[src/dic_pkg.sv]
// Package of constants and types for the digital input conditioner.
package dic_pkg;

    localparam int unsigned CLK_HZ          = 40_000_000;
    localparam int unsigned NUM_IN          = 8;
    localparam int unsigned SCAN_TIME_US    = 5000;
    localparam int unsigned SCAN_CYC        = (CLK_HZ / 1_000_000) * SCAN_TIME_US;
    localparam int unsigned STEP_TIME_US    = 1000;
    localparam int unsigned STEP_CYC        = (CLK_HZ / 1_000_000) * STEP_TIME_US;
    localparam int unsigned MAX_DELAY_MS    = 1_800_000;
    localparam int unsigned AC_DELAY_MS     = 30;
    localparam int unsigned DLY_W           = 21;
    localparam int unsigned STEPS_PER_SCAN  = SCAN_TIME_US / STEP_TIME_US;
    localparam logic [DLY_W-1:0] DLY_RST    = 21'h000000;
    localparam logic        POL_NO          = 1'b0;
    localparam logic        POL_RST         = POL_NO;
    localparam logic        AC_RST          = 1'b0;

    typedef logic [DLY_W-1:0] dic_dly_t;

    // Saturating add of a millisecond delay, bounded at the largest setting plus the fixed AC drop-off.
    function automatic dic_dly_t dic_clip(input dic_dly_t a, input dic_dly_t b);
        logic [DLY_W:0] s;
        s = {1'b0, a} + {1'b0, b};
        if (s > (DLY_W+1)'(MAX_DELAY_MS + AC_DELAY_MS))
            dic_clip = DLY_W'(MAX_DELAY_MS + AC_DELAY_MS);
        else
            dic_clip = s[DLY_W-1:0];
    endfunction

endpackage

[src/dic_chan_if.sv]
// Interface carrying one input channel's settings and timed status.
`timescale 1ns/1ps
`default_nettype none
interface dic_chan_if;
    import dic_pkg::*;
    logic     raw;
    logic     ms_tick;
    dic_dly_t on_dly;
    dic_dly_t off_dly;
    logic     status;
    modport top  (output raw, ms_tick, on_dly, off_dly, input status);
    modport chan (input raw, ms_tick, on_dly, off_dly, output status);
endinterface
`default_nettype wire

[src/dic_top.sv]
// Top of the digital input conditioner: scan, polarity, delays, stage outputs.
//
// Contract
// - Sample every input once per 5 ms.
// - Polarity per input: NO reports energized high.
// - Activation delay in 1 ms steps, default 0.
// - Drop-off delay in 1 ms steps, default 0.
// - AC mode adds fixed 30 ms drop-off.
// - Logic stage acts one scan later.
// - Direct output stage one more scan later.
`timescale 1ns/1ps
`default_nettype none
module dic_top
    import dic_pkg::*;
#(
    // Clocks per millisecond step. Only a bench shortens it, to keep runs short.
    parameter int unsigned TICK_CYC = STEP_CYC
)
(
    // Clock and reset
    input  wire logic                       i_clk_sys,
    input  wire logic                       i_rst_n,
    // Isolated input pins, one per binary_input_n
    input  wire logic [NUM_IN-1:0]          i_binary_input_n,
    // Settings written by software
    input  wire logic [NUM_IN-1:0]          i_polarity_nc,
    input  wire logic [NUM_IN-1:0]          i_ac_mode,
    input  wire logic [NUM_IN*DLY_W-1:0]    i_act_delay_ms,
    input  wire logic [NUM_IN*DLY_W-1:0]    i_drop_delay_ms,
    // Conditioned status for the consumers
    output logic      [NUM_IN-1:0]          o_raw_state,
    output logic      [NUM_IN-1:0]          o_status,
    output logic      [NUM_IN-1:0]          o_logic_state,
    output logic      [NUM_IN-1:0]          o_binary_output_n,
    output logic                            o_scan_tick
);

    // ****************************************************************
    // Pin synchronisers and timebase
    // ****************************************************************

    logic [NUM_IN-1:0] sync1_ff;
    logic [NUM_IN-1:0] sync2_ff;
    logic [15:0]       ms_cnt_ff;
    logic              ms_tick_ff;
    logic [2:0]        step_ff;
    logic              scan_ff;

    always_ff @(posedge i_clk_sys or negedge i_rst_n)
    begin
        if (!i_rst_n)
        begin
            sync1_ff <= '0;
            sync2_ff <= '0;
        end
        else
        begin
            sync1_ff <= i_binary_input_n;
            sync2_ff <= sync1_ff;
        end
    end

    // The scan tick is built from whole millisecond steps, so delay counts
    // and scan rounds never drift against each other.
    always_ff @(posedge i_clk_sys or negedge i_rst_n)
    begin
        if (!i_rst_n)
        begin
            ms_cnt_ff  <= '0;
            ms_tick_ff <= 1'b0;
            step_ff    <= '0;
            scan_ff    <= 1'b0;
        end
        else
        begin
            ms_tick_ff <= 1'b0;
            scan_ff    <= 1'b0;
            if (ms_cnt_ff == 16'(TICK_CYC - 1))
            begin
                ms_cnt_ff  <= '0;
                ms_tick_ff <= 1'b1;
                if (step_ff == 3'(STEPS_PER_SCAN - 1))
                begin
                    step_ff <= '0;
                    scan_ff <= 1'b1;
                end
                else
                begin
                    step_ff <= step_ff + 3'h1;
                end
            end
            else
            begin
                ms_cnt_ff <= ms_cnt_ff + 16'h1;
            end
        end
    end

    // ****************************************************************
    // Scan sampling and polarity
    // ****************************************************************

    logic [NUM_IN-1:0] raw_ff;

    always_ff @(posedge i_clk_sys or negedge i_rst_n)
    begin
        if (!i_rst_n)
        begin
            raw_ff <= '0;
        end
        else if (scan_ff)
        begin
            raw_ff <= sync2_ff ^ i_polarity_nc;
        end
    end

    // ****************************************************************
    // Per-input delay channels
    // ****************************************************************

    logic [NUM_IN-1:0] chan_status;

    for (genvar g = 0; g < NUM_IN; g++)
    begin : g_chan
        dic_chan_if cif ();
        assign cif.raw     = raw_ff[g];
        assign cif.ms_tick = ms_tick_ff;
        assign cif.on_dly  = i_act_delay_ms[g*DLY_W +: DLY_W];
        assign cif.off_dly = i_ac_mode[g]
                           ? dic_clip(i_drop_delay_ms[g*DLY_W +: DLY_W], DLY_W'(AC_DELAY_MS))
                           : i_drop_delay_ms[g*DLY_W +: DLY_W];
        assign chan_status[g] = cif.status;
        dic_chan u_chan (
            .i_clk_sys (i_clk_sys),
            .i_rst_n   (i_rst_n),
            .ch        (cif.chan)
        );
    end

    // ****************************************************************
    // Consumer stages
    // ****************************************************************

    logic [NUM_IN-1:0] status_ff;
    logic [NUM_IN-1:0] logic_ff;
    logic [NUM_IN-1:0] out_ff;

    always_ff @(posedge i_clk_sys or negedge i_rst_n)
    begin
        if (!i_rst_n)
        begin
            status_ff <= '0;
        end
        else if (scan_ff)
        begin
            status_ff <= chan_status;
        end
    end

    always_ff @(posedge i_clk_sys or negedge i_rst_n)
    begin
        if (!i_rst_n)
        begin
            logic_ff <= '0;
            out_ff   <= '0;
        end
        else if (scan_ff)
        begin
            logic_ff <= status_ff;
            out_ff   <= logic_ff;
        end
    end

    assign o_raw_state       = raw_ff;
    assign o_status          = status_ff;
    assign o_logic_state     = logic_ff;
    assign o_binary_output_n = out_ff;
    assign o_scan_tick       = scan_ff;

    // ****************************************************************
    // Checks
    // ****************************************************************

    a_raw_on_scan: assert property (@(posedge i_clk_sys) disable iff (!i_rst_n)
        !scan_ff |=> $stable(raw_ff))
        else $error("raw state changed outside a scan");

    a_polarity_map: assert property (@(posedge i_clk_sys) disable iff (!i_rst_n)
        scan_ff |=> raw_ff == $past(sync2_ff ^ i_polarity_nc))
        else $error("raw state ignores polarity");

    a_logic_stage: assert property (@(posedge i_clk_sys) disable iff (!i_rst_n)
        scan_ff |=> logic_ff == $past(status_ff))
        else $error("logic stage not one scan behind");

    a_output_stage: assert property (@(posedge i_clk_sys) disable iff (!i_rst_n)
        scan_ff |=> out_ff == $past(logic_ff))
        else $error("output stage not one scan behind");

    a_ac_drop: assert property (@(posedge i_clk_sys) disable iff (!i_rst_n)
        (i_ac_mode[0] && i_drop_delay_ms[DLY_W-1:0] == DLY_RST)
        |-> g_chan[0].cif.off_dly == DLY_W'(AC_DELAY_MS))
        else $error("AC mode did not add the fixed drop-off");

    a_scan_period: assert property (@(posedge i_clk_sys) disable iff (!i_rst_n)
        scan_ff |=> !scan_ff [*8])
        else $error("scan ticks too close");

    c_scan: cover property (@(posedge i_clk_sys) disable iff (!i_rst_n) scan_ff);
    c_status_rise: cover property (@(posedge i_clk_sys) disable iff (!i_rst_n)
        $rose(status_ff[0]));
    c_output_fall: cover property (@(posedge i_clk_sys) disable iff (!i_rst_n)
        $fell(out_ff[0]));

endmodule
`default_nettype wire

[src/dic_chan.sv]
// One channel: pick-up and drop-off timing of a polarised sampled input.
`timescale 1ns/1ps
`default_nettype none
module dic_chan
    import dic_pkg::*;
(
    // Clock and reset
    input  wire logic i_clk_sys,
    input  wire logic i_rst_n,
    // Channel carrier
    dic_chan_if.chan  ch
);

    logic     status_ff;
    dic_dly_t cnt_ff;

    always_ff @(posedge i_clk_sys or negedge i_rst_n)
    begin
        if (!i_rst_n)
        begin
            status_ff <= 1'b0;
            cnt_ff    <= DLY_RST;
        end
        else if (ch.raw == status_ff)
        begin
            cnt_ff <= DLY_RST;
        end
        else if (cnt_ff >= (status_ff ? ch.off_dly : ch.on_dly))
        begin
            status_ff <= ch.raw;
            cnt_ff    <= DLY_RST;
        end
        else if (ch.ms_tick)
        begin
            cnt_ff <= cnt_ff + DLY_W'(1);
        end
    end

    assign ch.status = status_ff;

    a_bounce_hold: assert property (@(posedge i_clk_sys) disable iff (!i_rst_n)
        (ch.raw == status_ff) |=> $stable(status_ff))
        else $error("status changed while raw agreed with it");

    a_zero_on: assert property (@(posedge i_clk_sys) disable iff (!i_rst_n)
        (!status_ff && ch.raw && ch.on_dly == DLY_RST) |=> status_ff)
        else $error("zero activation delay did not pass at once");

    a_zero_off: assert property (@(posedge i_clk_sys) disable iff (!i_rst_n)
        (status_ff && !ch.raw && ch.off_dly == DLY_RST) |=> !status_ff)
        else $error("zero drop-off delay did not pass at once");

endmodule
`default_nettype wire

[config.mk]
export PLATFORM = sky130hd
export DESIGN_NAME = dic_top
export DESIGN_NICKNAME = d
export VERILOG_FILES = /design/src/dic_pkg.sv /design/src/dic_chan_if.sv /design/src/dic_top.sv /design/src/dic_chan.sv
export SDC_FILE = /design/constraint.sdc
export NUM_CORES = 1
export LEC_CHECK = 0
export ABC_AREA = 1
export BUFFER_PORTS_ARGS = -buffer_cell sky130_fd_sc_hd__buf_4
export CORE_AREA = 2 2 218 220
export CTS_BUF_LIST = sky130_fd_sc_hd__clkbuf_4
export DETAILED_ROUTE_END_ITERATION = 8
export DIE_AREA = 0 0 220 222
export PLACE_DENSITY = 0.88
export RECOVER_POWER = 50
export SLEW_MARGIN = 10
export SYNTH_ARGS = -nofsm -noshare
export SYNTH_HDL_FRONTEND = slang
export SYNTH_SLANG_ARGS = --single-unit
[constraint.sdc]
create_clock -name i_clk_sys -period 4.01 [get_ports i_clk_sys]
set_input_delay 0.802 -clock i_clk_sys [delete_from_list [all_inputs] [get_ports i_clk_sys]]
set_output_delay 0.802 -clock i_clk_sys [all_outputs]
set_load 0.02 [all_outputs]
==> results.tsv, run 1 <==
stage	metric	value	unit
status	outcome	finished with violations	
status	violations	max-capacitance violations, max-slew violations	
clock_tree	tritoncts	built	
logic_synthesis	ys_types	59	
pwr	power.leakage	16.09	nW
floorplan	coreArea	0.04626	sq mm
cells_and_area	top_regs	g_chan.u_chan.cnt_ff: 168 flops, ms_cnt_ff: 16 flops	
logic_synthesis	synth-xor-area-share	5.417	%
clock_tree	cts_buffers	70	
cells_and_area	stdcell_area	0.03180	sq mm
setup_path	end_kind	register	
logic_synthesis	synth_top_family_by_area	simple AND/OR/NAND/NOR gates	
cells_and_area	top_register	g_chan.u_chan.cnt_ff	
logic_synthesis	synth-simple-area-share	38.22	%
floorplan	start_util	54.48	%
setup_path	cp.required	4610	ps
grt	antenna_found_initial	2	
cells_and_area	layout.nets	5210	
cells_and_area	area_growth	26.18	%
cells_and_area	largest_reg_flops	168	
detailed_routing	top_layer_used	met4	
place	portBuffers	394	
clock_tree	cts.clk_slew.worst_paths	60	ps
setup_path	worst_setup_path_start_kind	input pin	
timing	fmax	265.6	MHz
logic_synthesis	syn_inst	3979	
setup_path	worstSetupPathType	in -> reg	
clock_tree	cts_sinks	245	
grt	grt_pass1_wl	125300	microns
floorplan	placementRows	79	
detailed_routing	wl_met3	4984	microns
detailed_routing	vias_per_cell	5.403	
floorplan	die_h	222	microns
timing	hold_violations	0	
floorplan	die_w	220	microns
hold_path	hold_path_depth	1	
timing	fin_crit_sh	93.88	%
logic_synthesis	synthesis.area	0.02520	sq mm
logic_synthesis	synthAdderAreaFrac	9.284	%
timing	worstMarginPinSlew	1626	ps
floorplan	io_pins	395	
clock_tree	cts_max_level	3	
detailed_routing	wl_met2	37270	microns
grt	grt.total_usage	30.73	%
logic_synthesis	async_flop_share	100.0	%
logic_synthesis	synth_edf_count	0	
setup_path	reg2reg_depth	12	
clock_tree	clock_latency	760	ps
clock_tree	root_buffer	clkbuf_4	
detailed_routing	drtIter0Drc	1859	
grt	grt_pass1_vias	27370	
pwr	ir_drop	0.2751	mV
logic_synthesis	yosysSeqAreaShare	24.33	%
pwr	powerDensity	216.6	mW/mm^2
timing	rsz0062_at_grt	false	
logic_synthesis	avgSynthCellArea	6.334	sq um
detailed_routing	wl_met1	31830	microns
place	placed_cells	5195	
detailed_routing	drtAntennaViolNets	0	
clock_tree	clock_path_buffers	3	
timing	fin_worst_skew	69.30	ps
place	globalplace.congestion	0.9478	
cells_and_area	fin_cells	5313	
setup_path	crit_arrival	4370	ps
setup_path	regToRegSetupSlack	590	ps
detailed_routing	wl_per_cell	14.44	microns
setup_path	cp_max_fo	13	
logic_synthesis	synth-compound-area-share	13.91	%
cells_and_area	final_common_cell	nand2_1	
logic_synthesis	yosys_warnings	0	
timing	setup_viol	0	
place	post_dp_cell_area	0.03092	sq mm
detailed_routing	drc	0	
detailed_routing	vias	28710	
cells_and_area	final_cell_mix	nand2_1, buf_4, nor2_1	
timing	fin_crit	3765	ps
detailed_routing	first_pass_iters	8	
logic_synthesis	muxShareOfSynthArea	0	%
timing	slew_headroom	-8.387	%
grt	grt-ovfl-total	0	
cells_and_area	drive_above_1_share	20.67	%
place	dp_hpwl	60950	microns
timing	finalSetupTns	0	ps
job	cap_violations	1	
floorplan	dieArea	0.04884	sq mm
logic_synthesis	ys.flop_type	dfrtp_1	
detailed_routing	wl	76740	microns
pwr	power	6.888	mW
logic_synthesis	ys_ff_latch	245	
logic_synthesis	synth_fp_nets	4528	
grt	grt_max_degree	115	
hold_path	hold_class	in -> reg	
timing	slew_violations	115	
==> area by class of cell <==
cell class | instances | area [sq um]
multi-input cells | 3171 | 16880
fillers | 4040 | 14460
flip-flops and latches | 245 | 6132
repair buffers | 724 | 5455
inverters | 449 | 1685
well taps | 607 | 759.5
clock buffers | 92 | 690.7
clock inverters | 21 | 190.2
diodes | 4 | 10.01
==> kinds of logic after synthesis <==
group | Yosys count
fa+ha+maj | 187
flops | 245
xor+xnor | 155
compound gates | 623
simple gates | 2206
buf+inv | 563
==> where the power goes <==
part	switching, mW	internal (mW)
sequential	0.00563	2.48
clock	1.11	1.32
combinational	1.10	0.877
total	2.21	4.68
==> per-stage QoR <==
| step | util (%) | setup WS [ps] | hold WS (ps) |
|---|---|---|---|
| floorplan | - | 5.211 | 331.2 |
| global placement | 66.85 | -358.1 | 332.0 |
| detailed placement | 66.85 | -408.2 | 334.7 |
| CTS | 68.77 | 350.2 | 99.09 |
| global route | 68.74 | 23.88 | 108.9 |
| finish | 68.74 | 245.2 | 192.1 |
==> critical path: stages <==
cell and delay (ps):
buf_4 80, inv_1 50, ha_1 220, nand3_2 120, nand3_1 160, nor2_1 270, nand3_1 110, nand2_1 120
nand2_1 80, nor2_2 140, nand4_1 150, nand2_2 270, nand2_1 80, a21oi_1 170, ha_1 280, nand2_1 80
nor2_1 40, a211oi_1 210, o21ai_0 150, nand3_1 90, nand4_1 120, nor2_1 120, inv_1 60, buf_4 180
nor3b_1 210
==> layer usage <==
metal	track usage (%)	up-vias
met5	0	-
met4	11.04	0
met3	5.240	202
met2	53.91	1028
met1	37.56	13040
li1	-	14440
==> worst paths after layout <==
kind                                                 start                           to
worst max register to register  g_chan[5].u_chan.ch.status   g_chan[5].u_chan.cnt_ff[6]
worst min register to register                 sync1_ff[4]                  sync2_ff[4]
worst min-delay path                   i_binary_input_n[0]                  sync1_ff[0]
worst max-delay path                  i_drop_delay_ms[148]  g_chan[7].u_chan.cnt_ff[11]
min in group asynchronous                          i_rst_n   g_chan[5].u_chan.ch.status
max in group asynchronous                          i_rst_n        g_chan[0].cif.ms_tick
==> timing repair <==
item	CTS	global route
buffers inserted	0	0
hold buffers	1	0
endpoints found under the hold margin	23	0
gates resized for setup	0	4
endpoints found under the setup margin	0	11
==> Yosys cell counts, types with 19 or more instances <==
library cell / number / area, sq um
dfrtp_1: 245 / 6131
nor2_1: 549 / 2061
nand3_2: 19 / 190.2
or2_2: 56 / 350.3
nor3_1: 109 / 545.5
nor4_1: 25 / 156.4
clkbuf_1: 90 / 337.8
nand3_1: 226 / 1131
nand2_2: 22 / 137.6
ha_1: 187 / 2340
nand2_1: 1020 / 3829
o21ai_0: 164 / 820.8
a21oi_1: 314 / 1572
xnor2_1: 48 / 420.4
nand4_1: 104 / 650.6
xor2_1: 106 / 928.4
a21boi_0: 32 / 240.2
inv_1: 443 / 1663
a21boi_1: 33 / 247.7
Power figures use the tool's default switching activity.
==> run 2, diff against run 1 <==
- CORE_AREA: 2 2 218 220 -> 2 2 255 257
- DIE_AREA: 0 0 220 222 -> 0 0 257 259
- PLACE_DENSITY: 0.88 -> 0.7
==> run 2 against run 1 <==
The run still ends with max-capacitance violations, max-slew violations left. Fmax increased by 0.48%. Flip-flop and latch count is the same. Critical path depth decreased by 2. Combinational power up 3%. Cell area is 2.9% higher. Wire length increased by 2.4%. Worst setup slack better by 18 ps. Critical endpoint is now g_chan[0].u_chan.cnt_ff[2]. Highest routed layer is now met5.
==> results.tsv, run 2 (synthesized netlist as in run 1, its figures left out) <==
stage	metric	value	unit	change
setup_path	timing.rr.end	g_chan[5].u_chan.cnt_ff[13]		
place	portBuffers	394		unchanged
clock_tree	tritoncts	built		
setup_path	crit_start	i_drop_delay_ms[1]		
setup_path	cp.required	4640	ps	+30 ps
clock_tree	cts_max_level	3		unchanged
setup_path	end_kind	register		
clock_tree	root_buffer	clkbuf_4		
status	outcome	finished with violations		
cells_and_area	top_regs	g_chan.u_chan.cnt_ff: 168 flops, ms_cnt_ff: 16 flops		
pwr	ir_drop	0.1379	mV	-50%
pwr	powerDensity	213.5	mW/mm^2	-1.4%
job	cap_violations	1		unchanged
setup_path	worst_setup_path_start_kind	input pin		
hold_path	hold_class	in -> reg		
grt	antenna_found_initial	3		+1
clock_tree	clock_path_buffers	3		unchanged
cells_and_area	largest_reg_flops	168		unchanged
place	globalplace.congestion	0.9540		+0.65%
grt	grt.total_usage	23.12	%	-7.6 points
setup_path	crit_arrival	4380	ps	about the same
setup_path	cp_max_fo	19		+6
cells_and_area	final_common_cell	nand2_1		
status	violations	max-capacitance violations, max-slew violations		
timing	hold_violations	0		unchanged
cells_and_area	layout.nets	5280		+1.3%
clock_tree	cts_sinks	245		unchanged
timing	worstMarginPinSlew	2452	ps	+826.3 ps
cells_and_area	drive_above_1_share	21.88	%	+1.2 points
timing	fin_crit	3747	ps	-18.06 ps
detailed_routing	wl_per_cell	13.94	microns	-3.5%
setup_path	reg2reg_depth	11		-1
cells_and_area	stdcell_area	0.03271	sq mm	+2.9%
floorplan	io_pins	395		unchanged
timing	fmax	266.9	MHz	+0.48%
timing	setup_viol	0		unchanged
clock_tree	cts.clk_slew.worst_paths	70	ps	about the same
detailed_routing	first_pass_iters	7		-1
detailed_routing	wl	78560	microns	+2.4%
place	dp_hpwl	63460	microns	+4.1%
detailed_routing	drc	0		unchanged
cells_and_area	top_register	g_chan.u_chan.cnt_ff		
floorplan	die_h	259	microns	+17%
grt	grt-ovfl-total	0		unchanged
place	post_dp_cell_area	0.03179	sq mm	+2.8%
floorplan	start_util	39.45	%	-15 points
setup_path	critPathCapture	g_chan[0].u_chan.cnt_ff[2]		
floorplan	placementRows	93		+18%
clock_tree	clock_latency	750	ps	about the same
detailed_routing	drtAntennaViolNets	0		unchanged
pwr	power.leakage	16.47	nW	+2.3%
timing	fin_worst_skew	69.51	ps	+0.2122 ps
clock_tree	cts_buffers	74		+5.7%
setup_path	regToRegSetupSlack	740	ps	+150 ps
floorplan	coreArea	0.06388	sq mm	+38%
setup_path	reg2reg_from	g_chan[5].u_chan.ch.status		
detailed_routing	vias_per_cell	4.997		-7.5%
timing	rsz0062_at_grt	false		
setup_path	worstSetupPathType	in -> reg		
timing	whs	190.4	ps	-1.627 ps
grt	grt_max_degree	94		-18%
cells_and_area	area_growth	29.78	%	
timing	fin_crit_sh	93.43	%	-0.45 points
grt	grt_pass1_vias	26990		-1.4%
grt	grt_pass1_wl	129300	microns	+3.2%
timing	slew_headroom	-63.48	%	-55 points
detailed_routing	drtIter0Drc	1809		-2.7%
detailed_routing	vias	28170		-1.9%
floorplan	die_w	257	microns	+17%
timing	slew_violations	94		-18%
floorplan	dieArea	0.06656	sq mm	+36%
cells_and_area	final_cell_mix	nand2_1, buf_4, nor2_1		
run 2: cell count changes in the layout (fill, tap and decap cells not counted), sizes merged:
cell      delta
clkbuf      +10
bufinv       -1
clkinv       +8
clkinvlp     +1
buf         +62
inv          -1
diode        -3
run 2: power by group:
part	internal (mW)	switching, mW
clock network	1.33	1.14
registers	2.48	0.00555
logic	0.926	1.09
total	4.75	2.24
run 2: routing by layer:
layer / part of all wire (%) / up-vias / wire, microns / track usage (%)
li1: - / 14600 / - / -
met4: 1.9 / 2 / 1461 / 5.895
met2: 47 / 631 / 37000 / 39.34
met1: 47 / 12830 / 36660 / 30.98
met3: 4.4 / 112 / 3427 / 2.949
met5: 0.017 / - / 13 / 0
run 2: how the worst min path moves through the flow:
| stage | cells past startpoint | to | slack [ps] | start |
|---|---|---|---|---|
| floorplan | 0 | sync2_ff[0] | 330 | sync1_ff[0] |
| global placement | 0 | sync2_ff[0] | 330 | sync1_ff[0] |
| detailed placement | 0 | sync2_ff[4] | 340 | sync1_ff[4] |
| CTS | 1 | sync1_ff[7] | 40 | i_binary_input_n[7] |
| global route | 1 | sync1_ff[7] | 80 | i_binary_input_n[7] |
| finish | 1 | sync1_ff[7] | 190 | i_binary_input_n[7] |
run 2: repair_timing:
item / 4_1_cts / 5_1_grt
hold endpoints to repair: 1 / 0
endpoints found under the setup margin: 0 / 22
setup buffers: 0 / 0
gates resized for setup: 0 / 3
hold buffers: 1 / 0
run 2: through the flow:
stage	total power, mW	setup TNS (ps)	util (%)	std cells	setup slack (ps)
finish	6.982	0	51.20	5637	263.3
detailed placement	4.544	-52440	49.76	5509	-483.5
global route	7.485	0	51.20	5637	0.6994
global placement	4.523	-39070	49.76	5509	-358.7
floorplan	3.580	0	-	3979	5.211
CTS	7.111	0	51.25	5636	342.6
run 2: cell type report:
| type | count | area (sq um) |
|---|---|---|
| Fill cell | 6488 | 31170 |
| Multi-Input combinational cell | 3171 | 16870 |
| Sequential cell | 245 | 6132 |
| Timing Repair Buffer | 790 | 6008 |
| Inverter | 449 | 1685 |
| Tap cell | 855 | 1070 |
| Clock buffer | 98 | 735.7 |
| Clock inverter | 28 | 203.9 |
| Antenna cell | 1 | 2.502 |
run 2: critical path, stage by stage:
cell and delay (ps):
buf_4 80, inv_1 40, ha_1 210, nand2_2 120, buf_4 130, nand3_1 70, nand2_1 110, nand2_1 60
nor2_1 180, nand2_1 110, nor3_1 260, nand4_1 240, nand2_4 200, nand2_1 70, a21boi_1 130, ha_1 270
a21o_1 180, o21ai_0 160, a21boi_0 110, o2111ai_1 310, nand4_1 210, buf_12 210, nor3_1 120
